===== config.mk =====
export PLATFORM = sky130hd
export DESIGN_NAME = csa_arbiter
export DESIGN_NICKNAME = d
export VERILOG_FILES = /design/src/verilog/csa_pkg.sv /design/src/verilog/csa_arbiter.sv /design/src/verilog/csa_sync.sv
export SDC_FILE = /design/constraint.sdc
export NUM_CORES = 1
export LEC_CHECK = 0
export BUFFER_PORTS_ARGS = -buffer_cell sky130_fd_sc_hd__buf_4
export CAP_MARGIN = 20
export CELL_PAD_IN_SITES_DETAIL_PLACEMENT = 0
export CELL_PAD_IN_SITES_GLOBAL_PLACEMENT = 2
export CORE_MARGIN = 8
export CORE_UTILIZATION = 28
export CTS_BUF_LIST = sky130_fd_sc_hd__clkbuf_2
export DETAILED_ROUTE_END_ITERATION = 10
export HOLD_SLACK_MARGIN = 0.08
export PLACE_DENSITY_LB_ADDON = 0.1
export SLEW_MARGIN = 0
export SYNTH_ARGS = -nofsm -noshare
export SYNTH_HDL_FRONTEND = slang
export SYNTH_SLANG_ARGS = --single-unit

===== constraint.sdc =====
create_clock -name i_clock -period 2.3 [get_ports i_clock]
set_input_delay 0.115 -clock i_clock [delete_from_list [all_inputs] [get_ports i_clock]]
set_output_delay 0.115 -clock i_clock [all_outputs]
set_load 0.005 [all_outputs]

===== src/verilog/csa_pkg.sv =====
/*
 * csa_pkg: shared types and constants of the control source arbiter.
 * assumes a single 250 MHz clock domain; nothing else.
 */
package csa_pkg;

    // ------------------------------------------------------------
    // control sources
    // ------------------------------------------------------------
    typedef enum logic [3:0] {
        SRC_PANEL  = 4'h1,
        SRC_ANALOG = 4'h2,
        SRC_REMOTE = 4'h4,
        SRC_LISTEN = 4'h8
    } csa_src_type;

    localparam int unsigned NUM_IFACES = 4;

    // ------------------------------------------------------------
    // command event from the digital interfaces
    // ------------------------------------------------------------
    typedef struct packed {
        logic       valid;
        logic       is_set;
        logic [1:0] iface;
    } csa_cmd_type;

    // ------------------------------------------------------------
    // panel button strobes (raw pins)
    // ------------------------------------------------------------
    typedef struct packed {
        logic on_btn;
        logic toggle_btn;
        logic menu_btn;
    } csa_btn_type;

    // ------------------------------------------------------------
    // reset values and timing
    // ------------------------------------------------------------
    localparam logic       RST_OUTPUT_ON  = 1'b0;
    localparam logic       RST_LISTEN_EN  = 1'b0;
    localparam logic [1:0] RST_IFACE      = 2'h0;
    localparam logic [2:0] RST_SYNC       = 3'h7;
    localparam int unsigned SYNC_STAGES   = 3;

endpackage


===== src/verilog/csa_arbiter.sv =====
/*
 * csa_arbiter: decides which source controls the supply output.
 * assumes command events are one-cycle pulses on i_clock; disable,
 * on and button pins are asynchronous; regulation flag is a pin too.
 */
`timescale 1ns/1ps
module csa_arbiter #(
    parameter int unsigned IFACES = csa_pkg::NUM_IFACES
) (
    input  wire logic                 i_clock,
    input  wire logic                 i_rst,
    input  wire logic                 i_has_panel,
    input  wire logic                 i_stored_analog,
    input  wire logic                 i_disable_pin,
    input  wire logic                 i_analog_on_pin,
    input  wire csa_pkg::csa_btn_type i_buttons,
    input  wire csa_pkg::csa_cmd_type i_cmd,
    input  wire logic                 i_listen_cfg,
    input  wire logic                 i_listen_cfg_en,
    input  wire logic                 i_error_set,
    input  wire logic                 i_error_ack_other,
    input  wire logic                 i_cv_regulating,
    input  wire logic [15:0]          i_analog_vset,
    input  wire logic [15:0]          i_analog_iset,
    input  wire logic [15:0]          i_digital_vset,
    input  wire logic [15:0]          i_digital_iset,
    output logic                      o_output_on,
    output logic                      o_ramp_enable,
    output csa_pkg::csa_src_type      o_source,
    output logic [1:0]                o_active_iface,
    output logic                      o_remote_led,
    output logic                      o_listen_en,
    output logic                      o_cmd_refused,
    output logic                      o_error,
    output logic                      o_regulation_state_output,
    output logic [15:0]               o_vset,
    output logic [15:0]               o_iset
);

    // ------------------------------------------------------------
    // synchronised pins
    // ------------------------------------------------------------
    // open disable pin reads high, so idle level is high
    // the analog on pin and the buttons idle low; a pin held high across
    // reset shows one rise a few cycles after release, which is accepted
    // only by the source that owns that pin at that moment
    // fall outputs of the button synchronisers are left unread on purpose
    logic dis_level, dis_rise, dis_fall;
    logic aon_level, aon_rise, aon_fall;
    logic on_lvl, on_rise, on_fall;
    logic tog_lvl, tog_rise, tog_fall;
    logic men_lvl, men_rise, men_fall;
    logic cv_lvl, cv_rise, cv_fall;

    csa_sync #(.RST_VAL(1'b1)) u_dis (
        .i_clock (i_clock),
        .i_rst   (i_rst),
        .i_pin   (i_disable_pin),
        .o_level (dis_level),
        .o_rise  (dis_rise),
        .o_fall  (dis_fall)
    );
    csa_sync #(.RST_VAL(1'b0)) u_aon (
        .i_clock (i_clock),
        .i_rst   (i_rst),
        .i_pin   (i_analog_on_pin),
        .o_level (aon_level),
        .o_rise  (aon_rise),
        .o_fall  (aon_fall)
    );
    csa_sync #(.RST_VAL(1'b0)) u_on (
        .i_clock (i_clock),
        .i_rst   (i_rst),
        .i_pin   (i_buttons.on_btn),
        .o_level (on_lvl),
        .o_rise  (on_rise),
        .o_fall  (on_fall)
    );
    csa_sync #(.RST_VAL(1'b0)) u_tog (
        .i_clock (i_clock),
        .i_rst   (i_rst),
        .i_pin   (i_buttons.toggle_btn),
        .o_level (tog_lvl),
        .o_rise  (tog_rise),
        .o_fall  (tog_fall)
    );
    csa_sync #(.RST_VAL(1'b0)) u_men (
        .i_clock (i_clock),
        .i_rst   (i_rst),
        .i_pin   (i_buttons.menu_btn),
        .o_level (men_lvl),
        .o_rise  (men_rise),
        .o_fall  (men_fall)
    );
    csa_sync #(.RST_VAL(1'b1)) u_cv (
        .i_clock (i_clock),
        .i_rst   (i_rst),
        .i_pin   (i_cv_regulating),
        .o_level (cv_lvl),
        .o_rise  (cv_rise),
        .o_fall  (cv_fall)
    );

    // ------------------------------------------------------------
    // helpers
    // ------------------------------------------------------------
    function automatic logic is_digital(input csa_pkg::csa_src_type s);
        is_digital = (s == csa_pkg::SRC_REMOTE) || (s == csa_pkg::SRC_LISTEN);
    endfunction

    function automatic logic is_analog(input csa_pkg::csa_src_type s);
        is_analog = (s == csa_pkg::SRC_ANALOG);
    endfunction

    // ------------------------------------------------------------
    // power-on strap capture
    // ------------------------------------------------------------
    // straps are sampled on the first clock after reset release
    // a later i_stored_analog change takes effect only through a new reset; i_has_panel is read live
    logic boot_pending_q;
    always_ff @(posedge i_clock) begin
        if (i_rst) begin
            boot_pending_q <= 1'b1;
        end else begin
            boot_pending_q <= 1'b0;
        end
    end

    // ------------------------------------------------------------
    // listening enable
    // ------------------------------------------------------------
    // the host's configuration command arrives as i_listen_cfg_en
    // the setting survives source changes and is cleared only by reset or a configuration command
    always_ff @(posedge i_clock) begin
        if (i_rst) begin
            o_listen_en <= csa_pkg::RST_LISTEN_EN;
        end else if (i_listen_cfg_en) begin
            o_listen_en <= i_listen_cfg;
        end
    end

    // ------------------------------------------------------------
    // control source
    // ------------------------------------------------------------
    logic panel_press;
    logic cmd_allowed;
    assign panel_press = tog_rise | men_rise;
    // panel units stored as analog may never hand over directly
    assign cmd_allowed = i_cmd.valid && !(is_analog(o_source) && i_has_panel);

    // refusal is a one-cycle pulse per refused command; the host must
    // resend once the control setting has gone back to panel
    always_ff @(posedge i_clock) begin
        if (i_rst) begin
            o_cmd_refused <= 1'b0;
        end else begin
            o_cmd_refused <= i_cmd.valid && !cmd_allowed;
        end
    end

    // the listening source code is kept for a later per-interface split;
    // today a listener never owns control, so no path enters it
    always_ff @(posedge i_clock) begin
        if (i_rst) begin
            o_source       <= csa_pkg::SRC_ANALOG;
            o_active_iface <= csa_pkg::RST_IFACE;
        end else begin
            if (boot_pending_q) begin
                if (i_has_panel && !i_stored_analog) begin
                    o_source <= csa_pkg::SRC_PANEL;
                end else begin
                    o_source <= csa_pkg::SRC_ANALOG;
                end
            end else if (cmd_allowed) begin
                case (o_source)
                    csa_pkg::SRC_LISTEN: begin
                        if (i_cmd.is_set) begin
                            o_source       <= csa_pkg::SRC_REMOTE;
                            o_active_iface <= i_cmd.iface;
                        end
                    end
                    csa_pkg::SRC_REMOTE: begin
                        if (i_cmd.is_set || !o_listen_en) begin
                            o_active_iface <= i_cmd.iface;
                        end
                    end
                    csa_pkg::SRC_ANALOG,
                    csa_pkg::SRC_PANEL: begin
                        if (o_listen_en && !i_cmd.is_set) begin
                            o_source <= o_source;
                        end else begin
                            o_source       <= csa_pkg::SRC_REMOTE;
                            o_active_iface <= i_cmd.iface;
                        end
                    end
                    default: begin
                        o_source <= csa_pkg::SRC_ANALOG;
                    end
                endcase
            end else if (i_has_panel && panel_press && o_source == csa_pkg::SRC_REMOTE) begin
                o_source <= csa_pkg::SRC_PANEL;
            end
        end
    end

    always_ff @(posedge i_clock) begin
        if (i_rst) begin
            o_remote_led <= 1'b0;
        end else begin
            o_remote_led <= is_digital(o_source);
        end
    end

    // ------------------------------------------------------------
    // blocking error
    // ------------------------------------------------------------
    // the disable rise that acknowledges under analog control also turns
    // the output on, so the acknowledge releases the block in that cycle
    logic err_ack;
    logic err_block;
    assign err_ack   = i_error_ack_other || (dis_rise && is_analog(o_source));
    // a new error wins over an acknowledge in the same cycle
    assign err_block = i_error_set || (o_error && !err_ack);

    always_ff @(posedge i_clock) begin
        if (i_rst) begin
            o_error <= 1'b0;
        end else if (i_error_set) begin
            o_error <= 1'b1;
        end else if (err_ack) begin
            o_error <= 1'b0;
        end
    end

    // ------------------------------------------------------------
    // output on/off
    // ------------------------------------------------------------
    // digital on/off commands are handled by the command decoder outside;
    // this block only owns the hardware-level switching paths
    logic turn_on;
    logic turn_off;
    // a falling analog on pin switches off even when the disable rise turned on
    always_comb begin
        turn_on  = 1'b0;
        turn_off = 1'b0;
        case (o_source)
            csa_pkg::SRC_ANALOG: begin
                turn_on  = dis_rise || (aon_rise && dis_level);
                turn_off = aon_fall;
            end
            csa_pkg::SRC_PANEL: begin
                turn_on  = on_rise || (tog_rise && !o_output_on);
            end
            csa_pkg::SRC_REMOTE,
            csa_pkg::SRC_LISTEN: begin
                turn_off = panel_press && i_has_panel;
            end
            default: begin
                turn_off = 1'b1;
            end
        endcase
        if (o_source == csa_pkg::SRC_PANEL && tog_rise && o_output_on) begin
            turn_off = 1'b1;
        end
        if (!dis_level) begin
            turn_off = 1'b1;
            turn_on  = 1'b0;
        end
        if (err_block) begin
            turn_on  = 1'b0;
            turn_off = 1'b1;
        end
    end

    always_ff @(posedge i_clock) begin
        if (i_rst || boot_pending_q) begin
            o_output_on <= csa_pkg::RST_OUTPUT_ON;
        end else if (turn_off) begin
            o_output_on <= 1'b0;
        end else if (turn_on) begin
            o_output_on <= 1'b1;
        end
    end

    // ramping is allowed only while the disable pin permits generation
    always_ff @(posedge i_clock) begin
        if (i_rst) begin
            o_ramp_enable <= 1'b0;
        end else begin
            o_ramp_enable <= o_output_on && dis_level;
        end
    end

    // ------------------------------------------------------------
    // set point routing
    // ------------------------------------------------------------
    // panel and digital sources share the digital set points; the panel
    // encoders are merged into them outside this block
    always_ff @(posedge i_clock) begin
        if (i_rst) begin
            o_vset <= 16'h0000;
            o_iset <= 16'h0000;
        end else if (is_analog(o_source)) begin
            o_vset <= i_analog_vset;
            o_iset <= i_analog_iset;
        end else begin
            o_vset <= i_digital_vset;
            o_iset <= i_digital_iset;
        end
    end

    // ------------------------------------------------------------
    // regulation state pin
    // ------------------------------------------------------------
    // resets high: until the first sample the supply is reported as CV
    always_ff @(posedge i_clock) begin
        if (i_rst) begin
            o_regulation_state_output <= 1'b1;
        end else begin
            o_regulation_state_output <= cv_lvl;
        end
    end

endmodule


===== src/verilog/csa_sync.sv =====
/*
 * csa_sync: three-stage input synchroniser with edge detect.
 * assumes an asynchronous level input; reset value set by parameter.
 */
`timescale 1ns/1ps
module csa_sync #(
    parameter logic RST_VAL = 1'b1
) (
    input  wire logic i_clock,
    input  wire logic i_rst,
    input  wire logic i_pin,
    output logic      o_level,
    output logic      o_rise,
    output logic      o_fall
);

    logic [2:0] sync_q;

    // ------------------------------------------------------------
    // capture
    // ------------------------------------------------------------
    // stage 0 is read only by stage 1; a change counts once 1 and 2 agree
    always_ff @(posedge i_clock) begin
        if (i_rst) begin
            sync_q  <= {3{RST_VAL}};
            o_level <= RST_VAL;
            o_rise  <= 1'b0;
            o_fall  <= 1'b0;
        end else begin
            sync_q <= {sync_q[1:0], i_pin};
            o_rise <= 1'b0;
            o_fall <= 1'b0;
            if (sync_q[1] == sync_q[2] && sync_q[2] != o_level) begin
                o_level <= sync_q[2];
                o_rise  <= sync_q[2];
                o_fall  <= ~sync_q[2];
            end
        end
    end

endmodule

==> flow_summary.toml <==
[critical_path]
required_ps = 2760
cp.arrival_ps = 2590
rr_worst_depth = 6
timing.rr.start = "o_source[1]"
regToRegEndpoint = "o_output_on"
path_class = "flop to flop"
start_kind = "flop"
path_max_fanout = 14
r2r_slack_ps = 160
cp_slowest_cell = "dlygate4sd3_1"
cp-end-kind = "flop"
critPathMaxStageDelay_ps = 560
cp_common_cell = "a21oi_1"
crit_chain = "nor3b_4, buf_4, a21oi_1, a21o_1, a21oi_1, dlygate4sd3_1"

[timing]
min_period_ps = 2140
relSlewSlack_pct = 60.0
fmax_mhz = 468
clock_skew_ps = 26.0
drv_slew = 0
final.period_utilization_pct = 92.9
hold_viol_final = 0
rsz0062_at_grt = "no"
setup_tns_ps = 0
setup_viol = 0
tightest_slew_ps = 599

[global_route]
grt.total_usage_pct = 12.9
grt_max_degree = 63
antenna_found_initial = 0
grt_pass1_vias = 2795
grt_first_pass_wirelength_um = 13300
overflow = 0

[yosys]
ys_ff_latch = 75
netlist_instances = 286
ys_warn_count = 0
post_synth.cell_area_avg_um2 = 9.20
synth_area_mm2 = 0.00263
synth_nets = 368
synth_area_leader_cell = "dfxtp_1"
synth.top_cell.area_share_pct = 57.1
synthTopCellsByArea = "dfxtp_1 57%, nand2_1 10%, a21oi_1 8.2%, nor2b_1 3.3%, mux2i_1 1.9%"
synth_cell_types = 34
yosysSeqAreaShare_pct = 57.1

[detailed_routing]
wire_per_inst_um = 13.1
ant_nets = 0
drt_wl_total_um = 8090
vias_per_cell = 4.25
post-route-drc-count = 0
dr_total_vias = 2625
first_pass_iters = 4
drt_iter0_markers = 79

[clocking]
cts_tree = "built"
cts_root_buf = "clkbuf_2"
h-tree-depth = 3
ctsLongestPathBuffers = 2
cts.sinks = 75
worstSkewPairLatency_ps = 520
cts_buffers = 9
clk_pin_slew_worst_paths_ps = 240
postCtsSetupBuffers = 0

[floorplan]
ioPinCount = 127
fp.coreArea_mm2 = 0.00920
start_util_pct = 28.6
design.die.area_mm2 = 0.0127
fp.dieW_um = 113
die_h_um = 113
core.rowCount = 35

[job]
maxCapViolCount = 0

[final_layout]
area_growth_pct = 79.0
design_area_mm2 = 0.00471
drive_above_1_share_pct = 31.4
stdcell_count = 617
fin_util_pct = 51.2
diodes = 0
num-nets-final = 583

[placement]
io_buffer_count = 125
hpwl_um = 5460
placed_area_mm2 = 0.00368
dp_cells = 509
globalplace.congestion = 0.711

[power]
ir_drop_mv = 0.276
pwr_density_cell_mw_per_mm2 = 593
leakage_nw = 2.18
power_mw = 2.79

[hold_path]
hp-start = "i_cv_regulating"
hold_depth = 3
min_to = "u_cv.sync_q[0]"
hp-class = "input pin to flop"

[status]
outcome = "completed"
## power breakdown
group / switching (mW) / internal (mW) / leakage [nW] / total, mW
combinational: 0.265 / 0.427 / 1.50 / 0.693
clock: 0.511 / 0.158 / 0.0571 / 0.669
sequential: 0.0390 / 1.39 / 0.617 / 1.43
total: 0.815 / 1.98 / 2.18 / 2.79
## cells in the mapped netlist
library cell  number
a211o_4            1
a211oi_2           1
a21o_1             2
a21oi_1           43
a32oi_1            1
and3b_1            5
buf_2              4
buf_4              1
buf_6              1
clkbuf_1          11
conb_1             1
dfxtp_1           75
inv_1              2
mux2i_1            5
nand2_1           73
nand2b_1           7
nand3b_1           1
nand4b_1           1
nor2_1             7
nor2b_1           14
nor3_1             3
nor3b_1            3
nor3b_2            1
nor3b_4            1
nor4b_1            1
o21a_1             2
o21ai_0            5
o21ba_2            1
o21bai_1           2
o32ai_1            1
o32ai_2            1
or2_2              7
or3_1              1
xnor2_1            1
## critical path, delay by kind of cell (launching register included)
kind            cells  cell delay [ps]
buf+inv             2              830
flops               1              530
compound gates      3              400
simple gates        1              350
## state kept, by name, indices dropped and copies added, names as in the netlist, 2 cells and up
name and cells:
u_cv.sync_q 3, u_tog.sync_q 3, u_on.sync_q 3, o_vset 16
o_iset 16, u_dis.sync_q 3, o_active_iface 2, o_source 3
u_aon.sync_q 3, u_men.sync_q 3
## worst max path at each step
| stage | startpoint | to | slack [ps] | cells after the start |
|---|---|---|---|---|
| 2_1_floorplan | o_source[2] | o_active_iface[0] | 800 | 6 |
| 3_3_place_gp | o_source[2] | o_active_iface[1] | 740 | 4 |
| 3_5_place_dp | o_source[2] | o_active_iface[1] | 610 | 4 |
| 4_1_cts | o_source[2] | o_active_iface[1] | 90 | 5 |
| 5_1_grt | o_source[1] | o_output_on | 30 | 6 |
| 6_report | o_source[1] | o_output_on | 160 | 6 |
## stage by stage
stage | setup WS [ps] | hold slack (ps)
floorplan | 796 | 143
global placement | 736 | 302
detailed placement | 607 | 304
CTS | 92.2 | 236
global route | 25.9 | 244
finish | 164 | 301
## cell usage in the layout, fill, tap and decap left out, types with 2 or more instances in the layout
cell             n
buf_4          128
dlygate4sd3_1   92
dfxtp_1         75
nand2_1         73
a21oi_1         43
nor2b_1         14
clkbuf_2         9
nor2_1           7
or2_2            7
nand2b_1         7
and3b_1          5
o21ai_0          5
mux2i_1          5
nor3_1           3
clkinvlp_4       3
nor3b_4          2
inv_1            2
o21a_1           2
a21o_1           2
nor3b_1          2
o21bai_1         2
inv_6            2
## kinds of logic after synthesis
| group | after synthesis | share of synthesized area (%) |
|---|---|---|
| xor+xnor | 1 | 0.333 |
| flops | 75 | 57.1 |
| other cells | 1 | 0.143 |
| buf+inv | 19 | 3.33 |
| simple gates | 125 | 23.5 |
| compound gates | 60 | 13.7 |
| mux | 5 | 1.90 |
## cell type report
class	count	area, um2
clock buffer	9	45.0
inverter	2	7.51
multi-input combinational	192	1050
clock inverter	7	60.1
fill	898	4490
timing repair buffer	221	1900
tap	111	139
sequential	75	1500
## per-layer routing
metal	vias up	routed length, um	track usage, %
met2	86	3630	21.3
met1	1160	3760	15.0
met3	7	621	5.11
met4	0	77	4.00
met5	-	0	0
li1	1372	-	-
## repair_timing
action	in CTS	in global routing
endpoints found under the hold margin	55	0
gates resized for setup	0	1
hold buffers	92	0
setup endpoints to repair	0	2
No activity file was read; power rests on OpenSTA's default activity.
